[src/design/dtm_pkg.sv]
// package: register map, field positions and reset values of the dual timer
package dtm_pkg;
  // register byte addresses (word index times four)
  localparam logic [7:0] ADDR_MODE = 8'h89; // timer_mode_reg offset
  localparam logic [9:0] BYTE_MODE = 10'h0_224; // 0x89 * 4
  localparam logic [9:0] BYTE_CTRL = 10'h0_000; // timer_control_reg
  localparam logic [9:0] BYTE_CLK = 10'h0_004; // clock_control_reg
  localparam logic [9:0] BYTE_IRQCFG = 10'h0_008; // ext_irq_config_reg
  localparam logic [9:0] BYTE_T0 = 10'h0_00C; // timer 0 count bytes
  localparam logic [9:0] BYTE_T1 = 10'h0_010; // timer 1 count bytes
  localparam logic [9:0] BYTE_STAT = 10'h0_014; // sticky status
  localparam logic [9:0] BYTE_MASK = 10'h0_018; // interrupt mask
  // mode register fields
  localparam int MODE_TMR1_GATE_SEL = 7;
  localparam int MODE_SRC1 = 6;
  localparam int MODE_M1_HI = 5;
  localparam int MODE_M1_LO = 4;
  localparam int MODE_TMR0_GATE_SEL = 3;
  localparam int MODE_SRC0 = 2;
  localparam int MODE_M0_HI = 1;
  localparam int MODE_M0_LO = 0;
  // control register fields
  localparam int CTRL_TF1 = 7;
  localparam int CTRL_TR1 = 6;
  localparam int CTRL_TF0 = 5;
  localparam int CTRL_TR0 = 4;
  // clock control fields
  localparam int CLK_T1SEL = 3;
  localparam int CLK_T0SEL = 2;
  // irq config fields
  localparam int IRQCFG_POL1 = 7;
  localparam int IRQCFG_POL0 = 3;
  // reset values
  localparam logic [7:0] MODE_RESET = 8'h00;
  localparam logic [7:0] CTRL_RESET = 8'h00;
  localparam logic [7:0] CLK_RESET = 8'h00;
  localparam logic [7:0] IRQCFG_RESET = 8'h00;
  localparam logic [15:0] TMR_RESET = 16'h0000;
  localparam logic [1:0] STAT_RESET = 2'h0;
  localparam logic [1:0] MASK_RESET = 2'h0;
  // prescaler for the slow timer clock
  localparam int PRESCALE_DIV = 12;
  localparam logic [3:0] PRESCALE_LAST = 4'(PRESCALE_DIV - 1);
  // timer modes
  typedef enum logic [1:0] {
    MODE_13BIT = 2'b00,
    MODE_16BIT = 2'b01,
    MODE_RELOAD = 2'b10,
    MODE_SPLIT = 2'b11
  } dtm_mode_t;
endpackage : dtm_pkg

[src/design/dtm_timer.sv]
// dual 8051-style counter/timer with Avalon-MM register slave
//
// Decided for this implementation: the Avalon-MM interface to the registers.
`timescale 1ns/1ps
`default_nettype none
module dtm_timer
  import dtm_pkg::*;
(
  input wire logic mclk, // 125 MHz clock
  input wire logic reset, // async, active high
  input wire logic clkEn, // freezes all state while low
  input wire logic [9:0] avsAddress, // byte address
  input wire logic avsRead, // read request
  input wire logic avsWrite, // write request
  input wire logic [31:0] avsWriteData, // write data
  input wire logic [3:0] avsByteEnable, // byte lanes
  output logic [31:0] avsReadData, // read data
  output logic avsWaitRequest, // stall
  output logic [1:0] avsResponse, // 00 ok, 10 slave error
  input wire logic ext_irq0_n, // timer 0 gate pin
  input wire logic ext_irq1_n, // timer 1 gate pin
  input wire logic tmr0_count_pin, // timer 0 count pin
  input wire logic tmr1_count_pin, // timer 1 count pin
  output logic irq // level interrupt
);
  // =====================================================
  // declarations
  logic [7:0] timer_mode_reg;
  logic [7:0] timer_control_reg;
  logic [7:0] clock_control_reg;
  logic [7:0] ext_irq_config_reg;
  logic [7:0] countLow_reg [2];
  logic [7:0] countHigh_reg [2];
  logic [1:0] status_reg;
  logic [1:0] mask_reg;
  logic [3:0] prescale_reg;
  logic ack_reg;
  logic [31:0] readData_reg;
  logic [1:0] resp_reg;
  logic [1:0] irqSync1_reg, irqSync2_reg;
  logic [1:0] pinSync1_reg, pinSync2_reg, pinSync3_reg;
  logic prescaleTick;
  logic [1:0] tick, overflow, setFlag;
  logic [1:0] runBit, gateBit, srcBit, clkSel, polBit;
  logic [7:0] nextLow [2];
  logic [7:0] nextHigh [2];
  logic wrAcc, rdAcc, hit;

  // byte-lane merge
  function automatic logic [7:0] laneMerge(input logic [7:0] old, input logic [31:0] wd, input logic [3:0] be,
                                           input int lane);
    laneMerge = be[lane] ? wd[lane*8 +: 8] : old;
  endfunction : laneMerge

  // known address decode
  function automatic logic addrKnown(input logic [9:0] a);
    addrKnown = (a == BYTE_MODE) || (a == BYTE_CTRL) || (a == BYTE_CLK) || (a == BYTE_IRQCFG) ||
                (a == BYTE_T0) || (a == BYTE_T1) || (a == BYTE_STAT) || (a == BYTE_MASK);
  endfunction : addrKnown

  // write strobe for one register word
  function automatic logic wrHit(input logic acc, input logic [9:0] a, input logic [9:0] target);
    wrHit = acc && (a == target);
  endfunction : wrHit

  // =====================================================
  // bus handshake: one wait cycle, then ack
  assign avsWaitRequest = (avsRead | avsWrite) & ~ack_reg;
  assign wrAcc = avsWrite & ack_reg & clkEn;
  assign rdAcc = avsRead & ~ack_reg & clkEn;
  assign hit = addrKnown(avsAddress);
  assign avsReadData = readData_reg;
  assign avsResponse = resp_reg;

  // ack pulse
  always_ff @(posedge mclk or posedge reset) begin
    if (reset) begin
      ack_reg <= 1'b0;
    end else if (clkEn) begin
      ack_reg <= (avsRead | avsWrite) & ~ack_reg;
    end
  end

  // read data capture, stands at the ack edge
  always_ff @(posedge mclk or posedge reset) begin
    if (reset) begin
      readData_reg <= 32'h0000_0000;
      resp_reg <= 2'b00;
    end else if (clkEn && (avsRead | avsWrite) && !ack_reg) begin
      resp_reg <= hit ? 2'b00 : 2'b10;
      readData_reg <= 32'h0000_0000;
      if (rdAcc) begin
        case (avsAddress)
          BYTE_MODE: readData_reg <= {24'h00_0000, timer_mode_reg};
          BYTE_CTRL: readData_reg <= {24'h00_0000, timer_control_reg};
          BYTE_CLK: readData_reg <= {24'h00_0000, clock_control_reg};
          BYTE_IRQCFG: readData_reg <= {24'h00_0000, ext_irq_config_reg};
          BYTE_T0: readData_reg <= {16'h0000, countHigh_reg[0], countLow_reg[0]};
          BYTE_T1: readData_reg <= {16'h0000, countHigh_reg[1], countLow_reg[1]};
          BYTE_STAT: readData_reg <= {30'h0000_0000, status_reg};
          BYTE_MASK: readData_reg <= {30'h0000_0000, mask_reg};
          default: readData_reg <= 32'h0000_0000;
        endcase
      end
    end
  end

  // =====================================================
  // pin synchronisers plus one stage for edge detect
  always_ff @(posedge mclk or posedge reset) begin
    if (reset) begin
      irqSync1_reg <= 2'b11;
      irqSync2_reg <= 2'b11;
      pinSync1_reg <= 2'b11;
      pinSync2_reg <= 2'b11;
      pinSync3_reg <= 2'b11;
    end else if (clkEn) begin
      irqSync1_reg <= {ext_irq1_n, ext_irq0_n};
      irqSync2_reg <= irqSync1_reg;
      pinSync1_reg <= {tmr1_count_pin, tmr0_count_pin};
      pinSync2_reg <= pinSync1_reg;
      pinSync3_reg <= pinSync2_reg;
    end
  end

  // slow timer clock divider
  always_ff @(posedge mclk or posedge reset) begin
    if (reset) begin
      prescale_reg <= 4'h0;
    end else if (clkEn) begin
      prescale_reg <= (prescale_reg == PRESCALE_LAST) ? 4'h0 : prescale_reg + 4'h1;
    end
  end
  assign prescaleTick = (prescale_reg == PRESCALE_LAST);

  // =====================================================
  // per-timer field pick
  assign runBit = {timer_control_reg[CTRL_TR1], timer_control_reg[CTRL_TR0]};
  assign gateBit = {timer_mode_reg[MODE_TMR1_GATE_SEL], timer_mode_reg[MODE_TMR0_GATE_SEL]};
  assign srcBit = {timer_mode_reg[MODE_SRC1], timer_mode_reg[MODE_SRC0]};
  assign clkSel = {clock_control_reg[CLK_T1SEL], clock_control_reg[CLK_T0SEL]};
  assign polBit = {ext_irq_config_reg[IRQCFG_POL1], ext_irq_config_reg[IRQCFG_POL0]};

  // count enable and next count per timer
  for (genvar t = 0; t < 2; t++) begin : gTimer
    logic pinActive, enable, srcTick;
    logic [1:0] modeField;
    logic [8:0] lowInc;
    logic [8:0] highInc;
    logic [5:0] lowInc5;
    assign modeField = (t == 0) ? timer_mode_reg[MODE_M0_HI:MODE_M0_LO] : timer_mode_reg[MODE_M1_HI:MODE_M1_LO];
    assign pinActive = (irqSync2_reg[t] == polBit[t]); // polarity 1 means active high
    assign enable = runBit[t] & (~gateBit[t] | pinActive);
    assign srcTick = srcBit[t] ? (pinSync3_reg[t] & ~pinSync2_reg[t])
                               : (clkSel[t] | prescaleTick);
    assign tick[t] = enable & srcTick & ~(t == 1 && modeField == MODE_SPLIT);
    assign lowInc = {1'b0, countLow_reg[t]} + 9'h001;
    assign lowInc5 = {1'b0, countLow_reg[t][4:0]} + 6'h01; // five low bits of the 13-bit count
    assign highInc = {1'b0, countHigh_reg[t]} + 9'h001;

    // mode decode: next bytes and overflow
    always_comb begin
      nextLow[t] = countLow_reg[t];
      nextHigh[t] = countHigh_reg[t];
      overflow[t] = 1'b0;
      if (tick[t]) begin
        case (dtm_mode_t'(modeField))
          MODE_13BIT: begin
            nextLow[t] = {3'b000, lowInc5[4:0]};
            if (lowInc5[5]) begin
              nextLow[t] = 8'h00;
              nextHigh[t] = highInc[7:0];
              overflow[t] = highInc[8];
            end
          end
          MODE_16BIT: begin
            nextLow[t] = lowInc[7:0];
            if (lowInc[8]) begin
              nextHigh[t] = highInc[7:0];
              overflow[t] = highInc[8];
            end
          end
          MODE_RELOAD: begin
            nextLow[t] = lowInc[8] ? countHigh_reg[t] : lowInc[7:0];
            nextHigh[t] = countHigh_reg[t];
            overflow[t] = lowInc[8];
          end
          MODE_SPLIT: begin
            nextLow[t] = lowInc[7:0];
            overflow[t] = lowInc[8];
          end
          default: begin
            nextLow[t] = countLow_reg[t];
          end
        endcase
      end
    end
  end

  // =====================================================
  // timer 0 in split mode lends its high byte to timer 1's run bit
  logic splitHighTick;
  logic [8:0] splitHighInc;
  assign splitHighTick = (timer_mode_reg[MODE_M0_HI:MODE_M0_LO] == MODE_SPLIT) & runBit[1] & prescaleTick;
  assign splitHighInc = {1'b0, countHigh_reg[0]} + 9'h001;
  assign setFlag[0] = overflow[0];
  assign setFlag[1] = overflow[1] | (splitHighTick & splitHighInc[8]);

  // =====================================================
  // count bytes: software write or hardware advance
  always_ff @(posedge mclk or posedge reset) begin
    if (reset) begin
      countLow_reg[0] <= TMR_RESET[7:0];
      countHigh_reg[0] <= TMR_RESET[15:8];
      countLow_reg[1] <= TMR_RESET[7:0];
      countHigh_reg[1] <= TMR_RESET[15:8];
    end else if (clkEn) begin
      countLow_reg[0] <= nextLow[0];
      countHigh_reg[0] <= splitHighTick ? splitHighInc[7:0] : nextHigh[0];
      countLow_reg[1] <= nextLow[1];
      countHigh_reg[1] <= nextHigh[1];
      if (wrHit(wrAcc, avsAddress, BYTE_T0)) begin
        countLow_reg[0] <= laneMerge(countLow_reg[0], avsWriteData, avsByteEnable, 0);
        countHigh_reg[0] <= laneMerge(countHigh_reg[0], avsWriteData, avsByteEnable, 1);
      end
      if (wrHit(wrAcc, avsAddress, BYTE_T1)) begin
        countLow_reg[1] <= laneMerge(countLow_reg[1], avsWriteData, avsByteEnable, 0);
        countHigh_reg[1] <= laneMerge(countHigh_reg[1], avsWriteData, avsByteEnable, 1);
      end
    end
  end

  // =====================================================
  // configuration registers
  always_ff @(posedge mclk or posedge reset) begin
    if (reset) begin
      timer_mode_reg <= MODE_RESET;
      clock_control_reg <= CLK_RESET;
      ext_irq_config_reg <= IRQCFG_RESET;
    end else if (wrAcc) begin
      if (avsAddress == BYTE_MODE) timer_mode_reg <= laneMerge(timer_mode_reg, avsWriteData, avsByteEnable, 0);
      if (avsAddress == BYTE_CLK) clock_control_reg <= laneMerge(clock_control_reg, avsWriteData, avsByteEnable, 0);
      if (avsAddress == BYTE_IRQCFG) begin
        ext_irq_config_reg <= laneMerge(ext_irq_config_reg, avsWriteData, avsByteEnable, 0);
      end
    end
  end

  // control register: overflow flags sticky, set wins over clear
  always_ff @(posedge mclk or posedge reset) begin
    if (reset) begin
      timer_control_reg <= CTRL_RESET;
    end else if (clkEn) begin
      if (wrHit(wrAcc, avsAddress, BYTE_CTRL) && avsByteEnable[0]) begin
        timer_control_reg <= avsWriteData[7:0];
      end
      if (setFlag[0]) timer_control_reg[CTRL_TF0] <= 1'b1;
      if (setFlag[1]) timer_control_reg[CTRL_TF1] <= 1'b1;
    end
  end

  // =====================================================
  // interrupt registers
  // mask: written by software only
  always_ff @(posedge mclk or posedge reset) begin
    if (reset) begin
      mask_reg <= MASK_RESET;
    end else if (wrHit(wrAcc, avsAddress, BYTE_MASK) && avsByteEnable[0]) begin
      mask_reg <= avsWriteData[1:0];
    end
  end

  // interrupt status: sticky, write one to clear, set wins
  always_ff @(posedge mclk or posedge reset) begin
    if (reset) begin
      status_reg <= STAT_RESET;
    end else if (clkEn) begin
      for (int i = 0; i < 2; i++) begin
        if (setFlag[i]) begin
          status_reg[i] <= 1'b1;
        end else if (wrHit(wrAcc, avsAddress, BYTE_STAT) && avsByteEnable[0] && avsWriteData[i]) begin
          status_reg[i] <= 1'b0;
        end
      end
    end
  end

  // level interrupt
  assign irq = |(status_reg & mask_reg);
endmodule : dtm_timer
`default_nettype wire

[config.mk]
export PLATFORM = sky130hd
export DESIGN_NAME = dtm_timer
export DESIGN_NICKNAME = d
export VERILOG_FILES = /design/src/design/dtm_pkg.sv /design/src/design/dtm_timer.sv
export SDC_FILE = /design/constraint.sdc
export NUM_CORES = 1
export LEC_CHECK = 0
export BUFFER_PORTS_ARGS = -buffer_cell sky130_fd_sc_hd__clkbuf_2
export CAP_MARGIN = 20
export CORE_AREA = 2 2 116 118
export DETAILED_ROUTE_END_ITERATION = 8
export DIE_AREA = 0 0 118 120
export GPL_TIMING_DRIVEN = 0
export PLACE_DENSITY = 0.65
export SLEW_MARGIN = 5
export SYNTH_ARGS = -nofsm -noshare
export SYNTH_HDL_FRONTEND = slang
export SYNTH_SLANG_ARGS = --single-unit
[constraint.sdc]
create_clock -name mclk -period 5.05 [get_ports mclk]
set_clock_uncertainty 0.2 [all_clocks]
set_input_delay 0.505 -clock mclk [delete_from_list [all_inputs] [get_ports mclk]]
set_output_delay 0.505 -clock mclk [all_outputs]
set_load 0.005 [all_outputs]
==> run metrics <==
CP arrival=3100 ps; Rel. slew slack=34.78%; combinational share of power=13.5%; Tot GR Track Use=23.55%; vias per inst=6.023; grt met3 use=3.897%; GP Congestion=0.9205; Final Hold Vio Count=0; startpoint types=input pin; Sink Count=100; Lkg Pwr=2.895 nW; n_diodes=0; area growth from synthesis to layout=15.50%; sequential share of power=48.6%; Switching Fraction=28.02%; number of setup violations in the final report=0; CTS Buffer Depth=2; Top Usage Layer GRT=met2; core area=0.01298 mm²; Synth cell types=68; vias in the first global route=4806; Max Cap Violations=0; number of flops mapped to enable cells by yosys=0; Power Dens Cells=293.1 mW/mm²; synthesis-stage register bit count=100; clk root buf=clkbuf_16; met1 Use GR=32.93%; Yosys top cell by area=dfrtp_1; wire per inst=19.05 µm; Die ar.=0.01416 mm²; DR DRC count=0; CTS Buf Count=9; CTS tree=built; Die W=118 µm; Place WS=1733 ps; required time worst endpoint=5130 ps; Most used DFF post-synth=dfrtp_1; synth top area cells=dfrtp_1 39%, mux2_2 7.5%, dfstp_2 4.6%; DIE HEIGHT=120 µm; PostCTS Resize Cnt=0; Mapped Area=0.005714 mm²; crit path max fanout=10; Sw Pwr=542.0 µW; Clock Power Share=37.9%; Routed WL=16.32 mm; Nets=736; average size of a mapped cell=9.604 µm²; crit-path cells=clkbuf_2, clkbuf_1, or4_1, nor3_1, clkbuf_1, a22oi_1, o21ai_0, a221oi_1, o21ai_0; H-Tree Depth=3; unrepaired setup endpoints after global routing=no; Critical path buffers and inverters=3; status=finished clean; post-layout minimum cycle time=3019 ps; antenna viol nets, final=0; Tcrit/Tclk final=59.78%; Worst Tran Pin Value=969.3 ps; dpl hpwl=12.08 mm; max incr delay on CP=620 ps; element type at the critical path end=flop; pin count of the biggest net entering global routing=56; CP max stage cell=or4_1; worst setup margin=2031 ps; initial antenna violation count=0; Peak VDD IR=0.1738 mV; Clock Latency Late Sink=360 ps; total gr overflow=0; Yosys top cell area share=39.41%; most frequent cell after synthesis=dfrtp_1; cts hold-fix bufs=0; Min-Delay Path Class=input pin to async pin; final design utilization=50.85%; Iter 0 DRT Violations=637; ys async rst share=100.0%; Row Count=42; Worst-path clk slew=70 ps; share of cells above drive strength 1=22.47%; hold_ws=20.44 ps; fmax=331.3 MHz; initial core utilization=44.02%; crit-path leading delay family=simple AND/OR/NAND/NOR gates; Pre-antenna DRT Iters=5; Yosys warning total=0; Ports=91; vias post-DR=5162; post-CTS setup buffer count=0; IO buf count=53; setup TNS=0 ps; internal power=1.392 mW; first-pass GRT wire length=25.77 mm; met2 GRT Util=35.79%; top cells by count, synth=90 x dfrtp_1, 65 x nand2_1, 41 x nor2_1; Seq/Total Area, Yosys=44.01%; Post-Synthesis Cells=595; Slew Limit Fails=0; Crit Path Class=input pin to flop
==> layer usage <==
metal  wire [µm]  share of wire, %
met2        7213                44
met5           0                 0
met3        1396               8.6
met4         529               3.2
met1        7184                44
==> path summary, 6_finish.rpt <==
check	from	endpoint	slack, ps	depth (start not counted)
worst max-delay path	avsAddress[3]	avsReadData[2]	2030	9
worst min-delay path	reset	countHigh_reg[5]	20	2
worst max register to register	prescale_reg[0]	countHigh_reg[11]	2170	7
worst min register to register	avsReadData[5]	avsReadData[5]	280	2
max in group asynchronous	reset	irqSync2_reg[1]	3910	3
min in group mclk	tmr1_count_pin	pinSync1_reg[1]	180	2
==> power by group through the flow <==
stage / sequential, mW / clock (mW) / combinational, mW
floorplan: 0.930 / 0 / 0.187
global placement: 0.950 / 0 / 0.245
detailed placement: 0.954 / 0 / 0.260
CTS: 0.939 / 0.743 / 0.261
global route: 0.949 / 0.775 / 0.294
finish: 0.940 / 0.732 / 0.262
==> through the flow <==
| step | instances | instance area [µm²] | total power [mW] |
|---|---|---|---|
| floorplan | 611 | 5774 | 1.118 |
| global placement | 840 | 6260 | 1.195 |
| detailed placement | 841 | 6290 | 1.214 |
| CTS | 857 | 6600 | 1.943 |
| global route | 857 | 6600 | 2.018 |
| finish | 857 | 6600 | 1.934 |
==> worst reg2reg max path, stage by stage (launching register included) <==
cell and delay, ps:
dfrtp_1 430, ha_1 240, and3b_1 260, o311a_1 430
a2bb2oi_1 570, clkbuf_1 390, o21ai_0 170, o211ai_1 110
==> logic make-up (layout without fill, tap and decap cells) <==
| kind of cell | count (synthesis) | in the layout | share of synthesized area, % |
|---|---|---|---|
| simple gates | 199 | 199 | 17.14 |
| flops | 100 | 100 | 44.01 |
| xor+xnor | 10 | 10 | 1.533 |
| other cells | 1 | 17 | 0.06563 |
| mux | 60 | 60 | 11.52 |
| compound gates | 159 | 159 | 19.44 |
| buf+inv | 61 | 131 | 5.189 |
| fa+ha+maj | 5 | 5 | 1.095 |
==> layout make-up <==
class	instances	area [µm²]
plain buffers	49	251.5
fillers	1235	6380
flip-flops and latches	100	2515
multi-input cells	450	2963
clock inverters	6	71.32
inverters	12	47.55
well taps	176	220.2
clock buffers	10	239.0
repair buffers	54	292.8
==> layout by cell type (no fill, tap or decap), types with 4 or more instances in the layout <==
cell	Yosys	layout
clkbuf_1	27	27
ha_1	5	5
mux2i_1	14	14
and3_1	9	9
dfstp_2	10	10
nand3_1	21	21
buf_4	17	17
a22oi_1	16	16
or3_1	6	6
clkbuf_16	0	9
xor2_1	6	6
o211ai_1	8	8
or2_2	5	5
nor2_1	41	41
o22ai_1	5	5
a22o_1	7	7
nor2b_1	5	5
nor3_1	13	13
nand2_1	65	65
mux2_2	38	38
o21ai_1	8	8
nand4_1	9	9
a21oi_1	21	21
conb_1	1	17
o311ai_0	4	4
inv_1	12	11
a221oi_1	11	11
nor3b_1	4	4
a31oi_1	6	6
mux2_1	8	8
xnor2_1	4	4
dfrtp_1	90	90
clkbuf_2	0	53
o21ai_0	35	35
or4_1	4	4
(Power assumes the default switching activity.)
